$ cat src/i2c_slave_pkg.sv
// Purpose: shared constants for the two-wire slave register access block
// Assumes: 200 MHz system clock
// Notes: register select codes and reset values live here
package i2c_slave_pkg;
    localparam int ADDR_PINS = 5;
    localparam logic [2:0] SEL_COMMON_CTRL = 3'h0;
    localparam logic [2:0] SEL_PORT_STATUS = 3'h1;
    localparam logic [2:0] SEL_PORT_CTRL = 3'h2;
    localparam logic [2:0] SEL_ADC_LOW = 3'h3;
    localparam logic [2:0] SEL_ADC_HIGH = 3'h4;
    localparam logic [2:0] SEL_CHIP_ID = 3'h5;
    localparam int SEL_REG_LSB = 3;
    localparam int SEL_PORT_LSB = 0;
    localparam logic [7:0] CMD_NULL = 8'h00;
    localparam logic [7:0] READ_UNMAPPED = 8'h00;
    localparam int ADDR_RSV_MSB = 7;
    localparam int ADDR_RSV_LSB = 6;
    localparam int ADDR_SEL_LSB = 1;
    localparam int ADDR_RW_BIT = 0;
    localparam int SYS_CLK_MHZ = 200;
    localparam int REG_POR_NS = 1000;
    localparam int PORT_POR_NS = 5000;
    localparam int REG_POR_CYC = (REG_POR_NS * SYS_CLK_MHZ + 999) / 1000;
    localparam int PORT_POR_CYC = (PORT_POR_NS * SYS_CLK_MHZ + 999) / 1000;
endpackage

$ cat src/i2c_slave_register_access.sv
// Purpose: slave two-wire interface with select byte and register read/write
// Assumes: scl and sda_in are asynchronous pins sampled on sys_clk
// Notes: open drain output; oe low means the pin is pulled low
`timescale 1ns/100ps
`default_nettype none
module i2c_slave_register_access
    import i2c_slave_pkg::*;
#(
    parameter int REG_POR_CYCLES = REG_POR_CYC,
    parameter int PORT_POR_CYCLES = PORT_POR_CYC
) (
    input wire logic sys_clk,
    input wire logic rst_n,
    input wire logic supply_good,
    input wire logic scl,
    input wire logic sda_in,
    output logic sda_out,
    output logic sda_oe_n,
    input wire logic [ADDR_PINS-1:0] device_select_pins,
    input wire logic [7:0] port_status [8],
    input wire logic [7:0] adc_low,
    input wire logic [7:0] adc_high,
    input wire logic [7:0] chip_id,
    output logic [7:0] common_ctrl,
    output logic [7:0] port_ctrl [8],
    output logic port_ctrl_wr,
    output logic port_reset_n
);
    initial begin
        if (REG_POR_CYCLES < 1 || PORT_POR_CYCLES <= REG_POR_CYCLES) begin
            $error("Port delay must exceed interface delay");
        end
        if (ADDR_SEL_LSB + ADDR_PINS != ADDR_RSV_LSB || ADDR_RSV_MSB != 7) begin
            $error("Address fields do not fill one byte");
        end
        if (SEL_PORT_LSB + 3 > SEL_REG_LSB || SEL_REG_LSB + 3 > 8) begin
            $error("Select fields overlap or overflow");
        end
        if (PORT_POR_CYCLES >= 32'h7fff_ffff) begin
            $error("Power-on count exceeds the counter");
        end
    end

    typedef enum logic [5:0] {
        ST_IDLE = 6'b00_0001,
        ST_ADDR = 6'b00_0010,
        ST_SEL = 6'b00_0100,
        ST_WDATA = 6'b00_1000,
        ST_RDATA = 6'b01_0000,
        ST_ACK = 6'b10_0000
    } state_t;

    typedef enum logic [1:0] {
        NXT_SEL = 2'h0,
        NXT_WDATA = 2'h1,
        NXT_RDATA = 2'h2,
        NXT_IDLE = 2'h3
    } after_ack_t;

    typedef struct packed {
        logic [2:0] scl_sync;
        logic [2:0] sda_sync;
        logic [ADDR_PINS-1:0] pins_meta;
        logic [ADDR_PINS-1:0] pins_sync;
        logic [31:0] por_cnt;
        logic if_rst;
        logic port_rst;
        state_t state;
        after_ack_t after_ack;
        logic [3:0] bit_cnt;
        logic [7:0] shift;
        logic [7:0] select;
        logic have_select;
        logic ack_drive;
        logic ack_seen_rise;
        logic out_bit;
        logic [7:0] common_ctrl;
        logic [63:0] port_ctrl;
        logic port_wr;
        logic oe_n;
    } state_all_t;

    state_all_t s_reg;
    state_all_t s_next;
    logic [1:0] rst_sync;
    logic rst_int_n;
    logic scl_rise;
    logic scl_fall;
    logic scl_hi;
    logic sda_v;
    logic start_seen;
    logic stop_seen;
    logic [7:0] rd_byte;
    logic [2:0] sel_reg;
    logic [2:0] sel_port;
    logic addr_rsv_ok;
    logic addr_pins_ok;
    logic addr_match;
    logic byte_done;
    logic ack_done;
    logic wr_common;
    logic wr_port;

    // Release is synchronised so no flop leaves reset on a late edge
    always_ff @(posedge sys_clk or negedge rst_n) begin
        if (!rst_n) begin
            rst_sync <= 2'b00;
        end else begin
            rst_sync <= {rst_sync[0], 1'b1};
        end
    end
    assign rst_int_n = rst_sync[1];

    // Stage 0 of each pin sync is read only by stage 1
    assign scl_hi = s_reg.scl_sync[1];
    assign sda_v = s_reg.sda_sync[1];
    assign scl_rise = s_reg.scl_sync[1] && !s_reg.scl_sync[2];
    assign scl_fall = !s_reg.scl_sync[1] && s_reg.scl_sync[2];
    // Two synced samples of each pin; a single flop would race the edge
    assign start_seen = scl_hi && s_reg.scl_sync[2] && !sda_v && s_reg.sda_sync[2];
    assign stop_seen = scl_hi && s_reg.scl_sync[2] && sda_v && !s_reg.sda_sync[2];
    assign sel_reg = s_reg.select[SEL_REG_LSB +: 3];
    assign sel_port = s_reg.select[SEL_PORT_LSB +: 3];

    assign addr_rsv_ok = s_reg.shift[ADDR_RSV_MSB:ADDR_RSV_LSB] == 2'b00;
    assign addr_pins_ok = s_reg.shift[ADDR_SEL_LSB +: ADDR_PINS] == s_reg.pins_sync;
    assign addr_match = addr_rsv_ok && addr_pins_ok;
    assign byte_done = scl_fall && s_reg.bit_cnt == 4'd8;
    assign ack_done = scl_fall && s_reg.ack_seen_rise;
    // Writes to read-only selects are acked but change nothing
    assign wr_common = sel_reg == SEL_COMMON_CTRL;
    assign wr_port = sel_reg == SEL_PORT_CTRL;

    // Nothing selected yet reads as unmapped rather than stale data
    always_comb begin
        rd_byte = READ_UNMAPPED;
        if (s_reg.have_select) begin
            case (sel_reg)
                SEL_PORT_STATUS: rd_byte = port_status[sel_port];
                SEL_ADC_LOW: rd_byte = adc_low;
                SEL_ADC_HIGH: rd_byte = adc_high;
                SEL_CHIP_ID: rd_byte = chip_id;
                default: rd_byte = READ_UNMAPPED;
            endcase
        end
    end

    always_comb begin
        s_next = s_reg;
        s_next.scl_sync = {s_reg.scl_sync[1:0], scl};
        s_next.sda_sync = {s_reg.sda_sync[1:0], sda_in};
        // Straps are static, yet a slow board ramp may catch them mid-edge
        s_next.pins_meta = device_select_pins;
        s_next.pins_sync = s_reg.pins_meta;
        s_next.port_wr = 1'b0;
        // Supply loss restarts both timers
        if (!supply_good) begin
            s_next.por_cnt = '0;
            s_next.if_rst = 1'b1;
            s_next.port_rst = 1'b1;
        end else begin
            if (s_reg.por_cnt < 32'(PORT_POR_CYCLES)) begin
                s_next.por_cnt = s_reg.por_cnt + 32'd1;
            end
            s_next.if_rst = s_reg.por_cnt < 32'(REG_POR_CYCLES);
            s_next.port_rst = s_reg.por_cnt < 32'(PORT_POR_CYCLES);
        end

        // Whole interface and command registers held null
        if (s_reg.if_rst) begin
            s_next.state = ST_IDLE;
            s_next.after_ack = NXT_IDLE;
            s_next.bit_cnt = '0;
            s_next.shift = '0;
            s_next.select = '0;
            s_next.have_select = 1'b0;
            s_next.ack_drive = 1'b0;
            s_next.ack_seen_rise = 1'b0;
            s_next.out_bit = 1'b1;
            s_next.common_ctrl = CMD_NULL;
            s_next.port_ctrl = {8{CMD_NULL}};
        end else if (start_seen) begin
            // Any start restarts address collection, even mid-byte
            s_next.state = ST_ADDR;
            s_next.bit_cnt = '0;
            s_next.ack_drive = 1'b0;
            s_next.out_bit = 1'b1;
        end else if (stop_seen) begin
            // Select is kept so a later read can use it
            s_next.state = ST_IDLE;
            s_next.ack_drive = 1'b0;
            s_next.out_bit = 1'b1;
        end else begin
            case (s_reg.state)
                ST_IDLE: begin
                    // Released bus until the next start
                    s_next.out_bit = 1'b1;
                end

                ST_ADDR, ST_SEL, ST_WDATA: begin
                    // Bits are taken on the rising clock edge
                    if (scl_rise) begin
                        s_next.shift = {s_reg.shift[6:0], sda_v};
                        s_next.bit_cnt = s_reg.bit_cnt + 4'd1;
                    end else if (byte_done) begin
                        s_next.bit_cnt = '0;
                        s_next.state = ST_ACK;
                        s_next.ack_seen_rise = 1'b0;
                        s_next.ack_drive = 1'b1;
                        if (s_reg.state == ST_ADDR) begin
                            if (!addr_match) begin
                                s_next.state = ST_IDLE;
                                s_next.ack_drive = 1'b0;
                            end else if (s_reg.shift[ADDR_RW_BIT]) begin
                                s_next.after_ack = NXT_RDATA;
                            end else begin
                                s_next.after_ack = NXT_SEL;
                            end
                        end else if (s_reg.state == ST_SEL) begin
                            s_next.select = s_reg.shift;
                            s_next.have_select = 1'b1;
                            s_next.after_ack = NXT_WDATA;
                        end else begin
                            // Data is stored in the same cycle its ack goes out
                            s_next.after_ack = NXT_IDLE;
                            if (wr_common) begin
                                s_next.common_ctrl = s_reg.shift;
                            end else if (wr_port) begin
                                s_next.port_ctrl[sel_port*8 +: 8] = s_reg.shift;
                                s_next.port_wr = 1'b1;
                            end
                        end
                    end
                end

                ST_ACK: begin
                    // Ack held low through the whole ninth high phase
                    if (scl_rise) begin
                        s_next.ack_seen_rise = 1'b1;
                    end else if (ack_done) begin
                        s_next.ack_drive = 1'b0;
                        s_next.bit_cnt = '0;
                        case (s_reg.after_ack)
                            NXT_SEL: s_next.state = ST_SEL;
                            NXT_WDATA: s_next.state = ST_WDATA;
                            NXT_RDATA: begin
                                s_next.state = ST_RDATA;
                                s_next.shift = rd_byte;
                                s_next.out_bit = rd_byte[7];
                                s_next.bit_cnt = 4'd1;
                            end
                            default: s_next.state = ST_IDLE;
                        endcase
                    end
                end

                ST_RDATA: begin
                    // Master ack or nack ignored; the fall after the eighth bit closes the read
                    if (scl_fall) begin
                        if (s_reg.bit_cnt < 4'd8) begin
                            s_next.out_bit = s_reg.shift[3'(7 - s_reg.bit_cnt)];
                            s_next.bit_cnt = s_reg.bit_cnt + 4'd1;
                        end else begin
                            s_next.out_bit = 1'b1;
                            s_next.state = ST_IDLE;
                        end
                    end
                end

                default: s_next.state = ST_IDLE;
            endcase
        end

        // Pin enable follows the next state, so it leaves a flop, not a gate
        s_next.oe_n = !(s_next.ack_drive || !s_next.out_bit);
    end

    always_ff @(posedge sys_clk or negedge rst_int_n) begin
        if (!rst_int_n) begin
            s_reg.scl_sync <= 3'b111;
            s_reg.sda_sync <= 3'b111;
            s_reg.pins_meta <= '0;
            s_reg.pins_sync <= '0;
            s_reg.por_cnt <= '0;
            s_reg.if_rst <= 1'b1;
            s_reg.port_rst <= 1'b1;
            s_reg.state <= ST_IDLE;
            s_reg.after_ack <= NXT_IDLE;
            s_reg.bit_cnt <= '0;
            s_reg.shift <= '0;
            s_reg.select <= '0;
            s_reg.have_select <= 1'b0;
            s_reg.ack_drive <= 1'b0;
            s_reg.ack_seen_rise <= 1'b0;
            s_reg.out_bit <= 1'b1;
            s_reg.common_ctrl <= CMD_NULL;
            s_reg.port_ctrl <= {8{CMD_NULL}};
            s_reg.port_wr <= 1'b0;
            s_reg.oe_n <= 1'b1;
        end else begin
            s_reg <= s_next;
        end
    end

    // Low on the pin when acking or sending a zero
    assign sda_out = 1'b0;
    assign sda_oe_n = s_reg.oe_n;
    assign common_ctrl = s_reg.common_ctrl;
    assign port_ctrl_wr = s_reg.port_wr;
    assign port_reset_n = !s_reg.port_rst;

    genvar g;
    generate
        for (g = 0; g < 8; g++) begin : g_port
            assign port_ctrl[g] = s_reg.port_ctrl[g*8 +: 8];
        end
    endgenerate
endmodule
`default_nettype wire

$ cat config.mk
export PLATFORM = sky130hd
export DESIGN_NAME = i2c_slave_register_access
export DESIGN_NICKNAME = d
export VERILOG_FILES = /design/src/i2c_slave_pkg.sv /design/src/i2c_slave_register_access.sv
export SDC_FILE = /design/constraint.sdc
export NUM_CORES = 1
export LEC_CHECK = 0
export ABC_AREA = 1
export BUFFER_PORTS_ARGS = -buffer_cell sky130_fd_sc_hd__buf_4
export CORE_MARGIN = 4
export CORE_UTILIZATION = 55
export CTS_CLUSTER_SIZE = 8
export DETAILED_ROUTE_END_ITERATION = 7
export PLACE_DENSITY = 0.86
export SLEW_MARGIN = 10
export SYNTH_ARGS = -nofsm -noshare
export SYNTH_HDL_FRONTEND = slang
export SYNTH_SLANG_ARGS = --single-unit
$ cat constraint.sdc
create_clock -name sys_clk -period 9.8 [get_ports sys_clk]
set_input_delay 0.49 -clock sys_clk [delete_from_list [all_inputs] [get_ports sys_clk]]
set_output_delay 0.49 -clock sys_clk [all_outputs]
set_load 0.005 [all_outputs]
==> impl_results.md <==
- Number of diodes: 0
- Nets: ~1400
- Tot GR Track Use: about a quarter
- CTS tree: yes
- CTS resizes: 0
- Peak fanout along the critical path: 18
- Port Buf Inserts: 172
- Net switching fraction of the power: a little under a quarter
- Outcome: complete, no violations
- Post-synthesis instance area: approximately 8900 um^2
- Synth async-reset ratio: 100%
- Core ar.: between 15000 and 20000 um^2
- Post-synth top flop: dfrtp_1
- CP max stage delay: roughly 0.70 ns
- Die Ht: 135 um
- I/O pin count: about 170
- Psw: approximately 0.0003 W
- Crit. End Element: register
- Clock latency on the worst-skew pair: 0.43 ns
- Total Die Area: around 18000 um^2
- Synth cell types: 39
- Post-CTS Setup Inserts: 0
- Area Overhead vs Synth: 16.7%
- Final Critical Period: a little under 3 ns
- CTS Buf Count: 17
- Worst setup SP type: register
- Largest net degree at the start of global routing: 67
- Cell taking the most area after synthesis: dfrtp_1
- Total Power: roughly 0.0013 W
- Synth area leaders: dfrtp_1 40%, nand2_1 16%, buf_4 6.3%, nor2_1 6.0%, nand3_1 5.4%
- Tcrit/Tclk final: between 30 and 40%
- Synth Net Count: about 1300
- Internal power: a little over 0.001 W
- Share of layout cells above drive strength 1: slightly above 20%
- Seq cells post-synth: ~160
- Max Freq: 0.337 GHz
- Static Leak: ~5.7 nW
- Post-synthesis cell count: around 1200
- Top-area cell type share of the netlist area: roughly two fifths
- Setup TNS: 0 ns
- TritonRoute pass-1 iters: 5
- CP max stage cell: dfrtp_1
- Worst-path clk slew: about 0.060 ns
- DP Wirelength: about 18000 um
- Setup Skew: 0.0119 ns
- EDFF count, synth: 0
- Site row count: between 40 and 50
- TritonCTS Sinks: 156
- Max clock buf depth: 2
- Most used cell, CP: nand2_1
- Max reg flops: 71
- GP Congestion: about 0.96
- Critical path type: reg2reg
- Yosys Warn Count: 0
- # hold bufs at CTS: 1
- Clock power share: between 40 and 50%
- Worst path arrival time: roughly 3.3 ns
- Max-Cap Viols: 0
- H-tree depth: 4
- RSZ-0062 raised after global routing: no
- Worst Max-Slew Pin Slew: 0.912 ns
- Total congestion overflow: 0
- # DRC: 0
- Initial antenna violation count: 0
- Reg power frac: approximately half
- Syn avg cell area: between 7 and 8 um^2
- Fin. Hold Viols: 0
- Initial Util: a little under three fifths
- Post-Route WL: between 20000 and 25000 um
- CP Cell Sequence: inv_2 -> ha_1 -> ha_1 -> nor4_2 -> nand2_1 -> nor3_1 -> nand2_1 -> nand2_1
- Wire per inst: approximately 15 um
- Sequential area share after synthesis: a little over two fifths
- Post-synth top cells: 390 x nand2_1, 143 x dfrtp_1, 142 x nor2_1
- DRT iter0 DRCs: between 800 and 900
- Die X: 135 um
- Power Dens Cells: around 130 nW/um^2
- Number of global-route vias before repair: a little under 8000
- Rel. slew slack: between 30 and 40%
- Combinational share of power: 4.5%
- Hold Crit Class: in2reg
- Final setup violation count: 0
- Top-count cell post-synth: nand2_1
- Via Count: ~8300
- Worst vdd ir: 205 uV
- Root buffer cell: clkbuf_16
- Number of vias per cell: between 5 and 6
- Final ANT Viol Nets: 0
- Data required, critical path: 10.17 ns
- Final Max Slew Viols: 0
- First-pass GRT wire length: 38400 um
==> power by group through the flow <==
stage               sequential [W]  combinational [W]  clock (W)
CTS                       0.000655          0.0000607   0.000632
global route              0.000656          0.0000678   0.000660
detailed placement        0.000667          0.0000602          0
global placement          0.000666          0.0000590          0
finish                    0.000655          0.0000602   0.000626
floorplan                 0.000672          0.0000163          0
==> metrics by stage <==
step / hold slack, ns / util, % / worst slack [ns] / cell area [um^2] / cells
detailed placement: 0.228 / 62.1 / 6.93 / 9860 / 1514
finish: 0.170 / 65.7 / 6.83 / 10400 / 1547
global placement: 0.224 / 62.1 / 7.03 / 9860 / 1514
floorplan: 0.194 / - / 5.15 / 8940 / 1224
CTS: 0.156 / 65.7 / 6.87 / 10400 / 1547
global route: 0.159 / 65.7 / 6.54 / 10400 / 1547
==> per-layer routing <==
metal  part of all wire [%]  vias to the layer above  GRT usage [%]  routed length [um]
li1                       -                     3973              -                   -
met1                     40                     3869           34.0                9600
met2                     49                      395           43.3               11700
met3                    7.2                       78           4.79                1730
met4                    3.6                        0           10.5                 849
met5                      0                        -              0                   0
==> layout make-up <==
class                      count  area [um^2]
fill                        1358         5450
sequential                   156         3920
multi-input combinational    832         3840
timing repair buffer         177         1330
inverter                     134          503
clock buffer                  18          439
tap                          216          270
clock inverter                14          121
==> logic make-up (layout without fill, tap and decap cells) <==
logic type / Yosys count / in the layout / synth area share [%]
other: 2 / 2 / 0.0840
AO/OA/AOI/OAI: 114 / 114 / 7.49
XOR/XNOR: 2 / 2 / 0.196
adder cells (fa/ha/maj): 5 / 5 / 0.700
buffers and inverters: 236 / 343 / 13.1
flip-flops: 156 / 156 / 43.9
AND/OR/NAND/NOR: 709 / 709 / 34.5
==> layout by cell type, fill, tap and decap left out, types with 13 or more instances in the layout <==
cell	n
a21oi_1	27
buf_4	176
clkbuf_16	17
dfrtp_1	142
dfstp_2	13
inv_1	125
nand2_1	390
nand3_1	97
nand4_1	21
nor2_1	142
nor3_1	25
o21ai_0	67
==> final timing paths <==
path,start,endpoint,slack [ns],cells past startpoint
worst max-delay path,s_reg[79]$_DFFE_PN0P_,port_ctrl[56]$_DFFE_PN0P_,6.83,8
worst min-delay path,device_select_pins[0],s_next[140]$_DFF_PN0_,0.17,1
worst max register to register,s_reg[79]$_DFFE_PN0P_,port_ctrl[56]$_DFFE_PN0P_,6.83,8
worst min register to register,rst_sync[1]$_DFF_PN0_,s_reg[135]$_DFFE_PN0P_,0.21,0
max in group asynchronous,rst_sync[1]$_DFF_PN0_,port_ctrl[26]$_DFFE_PN0P_,7.73,2
min in group asynchronous,rst_sync[1]$_DFF_PN0_,s_reg[135]$_DFFE_PN0P_,0.21,0
==> critical path: cells and delay by family, from the launching register on <==
family | cells | cell delay, ns
and+or+nand+nor | 5 | 1.19
adders and majority gates | 2 | 0.74
DFF | 1 | 0.70
buffers and inverters | 1 | 0.27
Note: power is estimated with default switching activity, not from simulation.
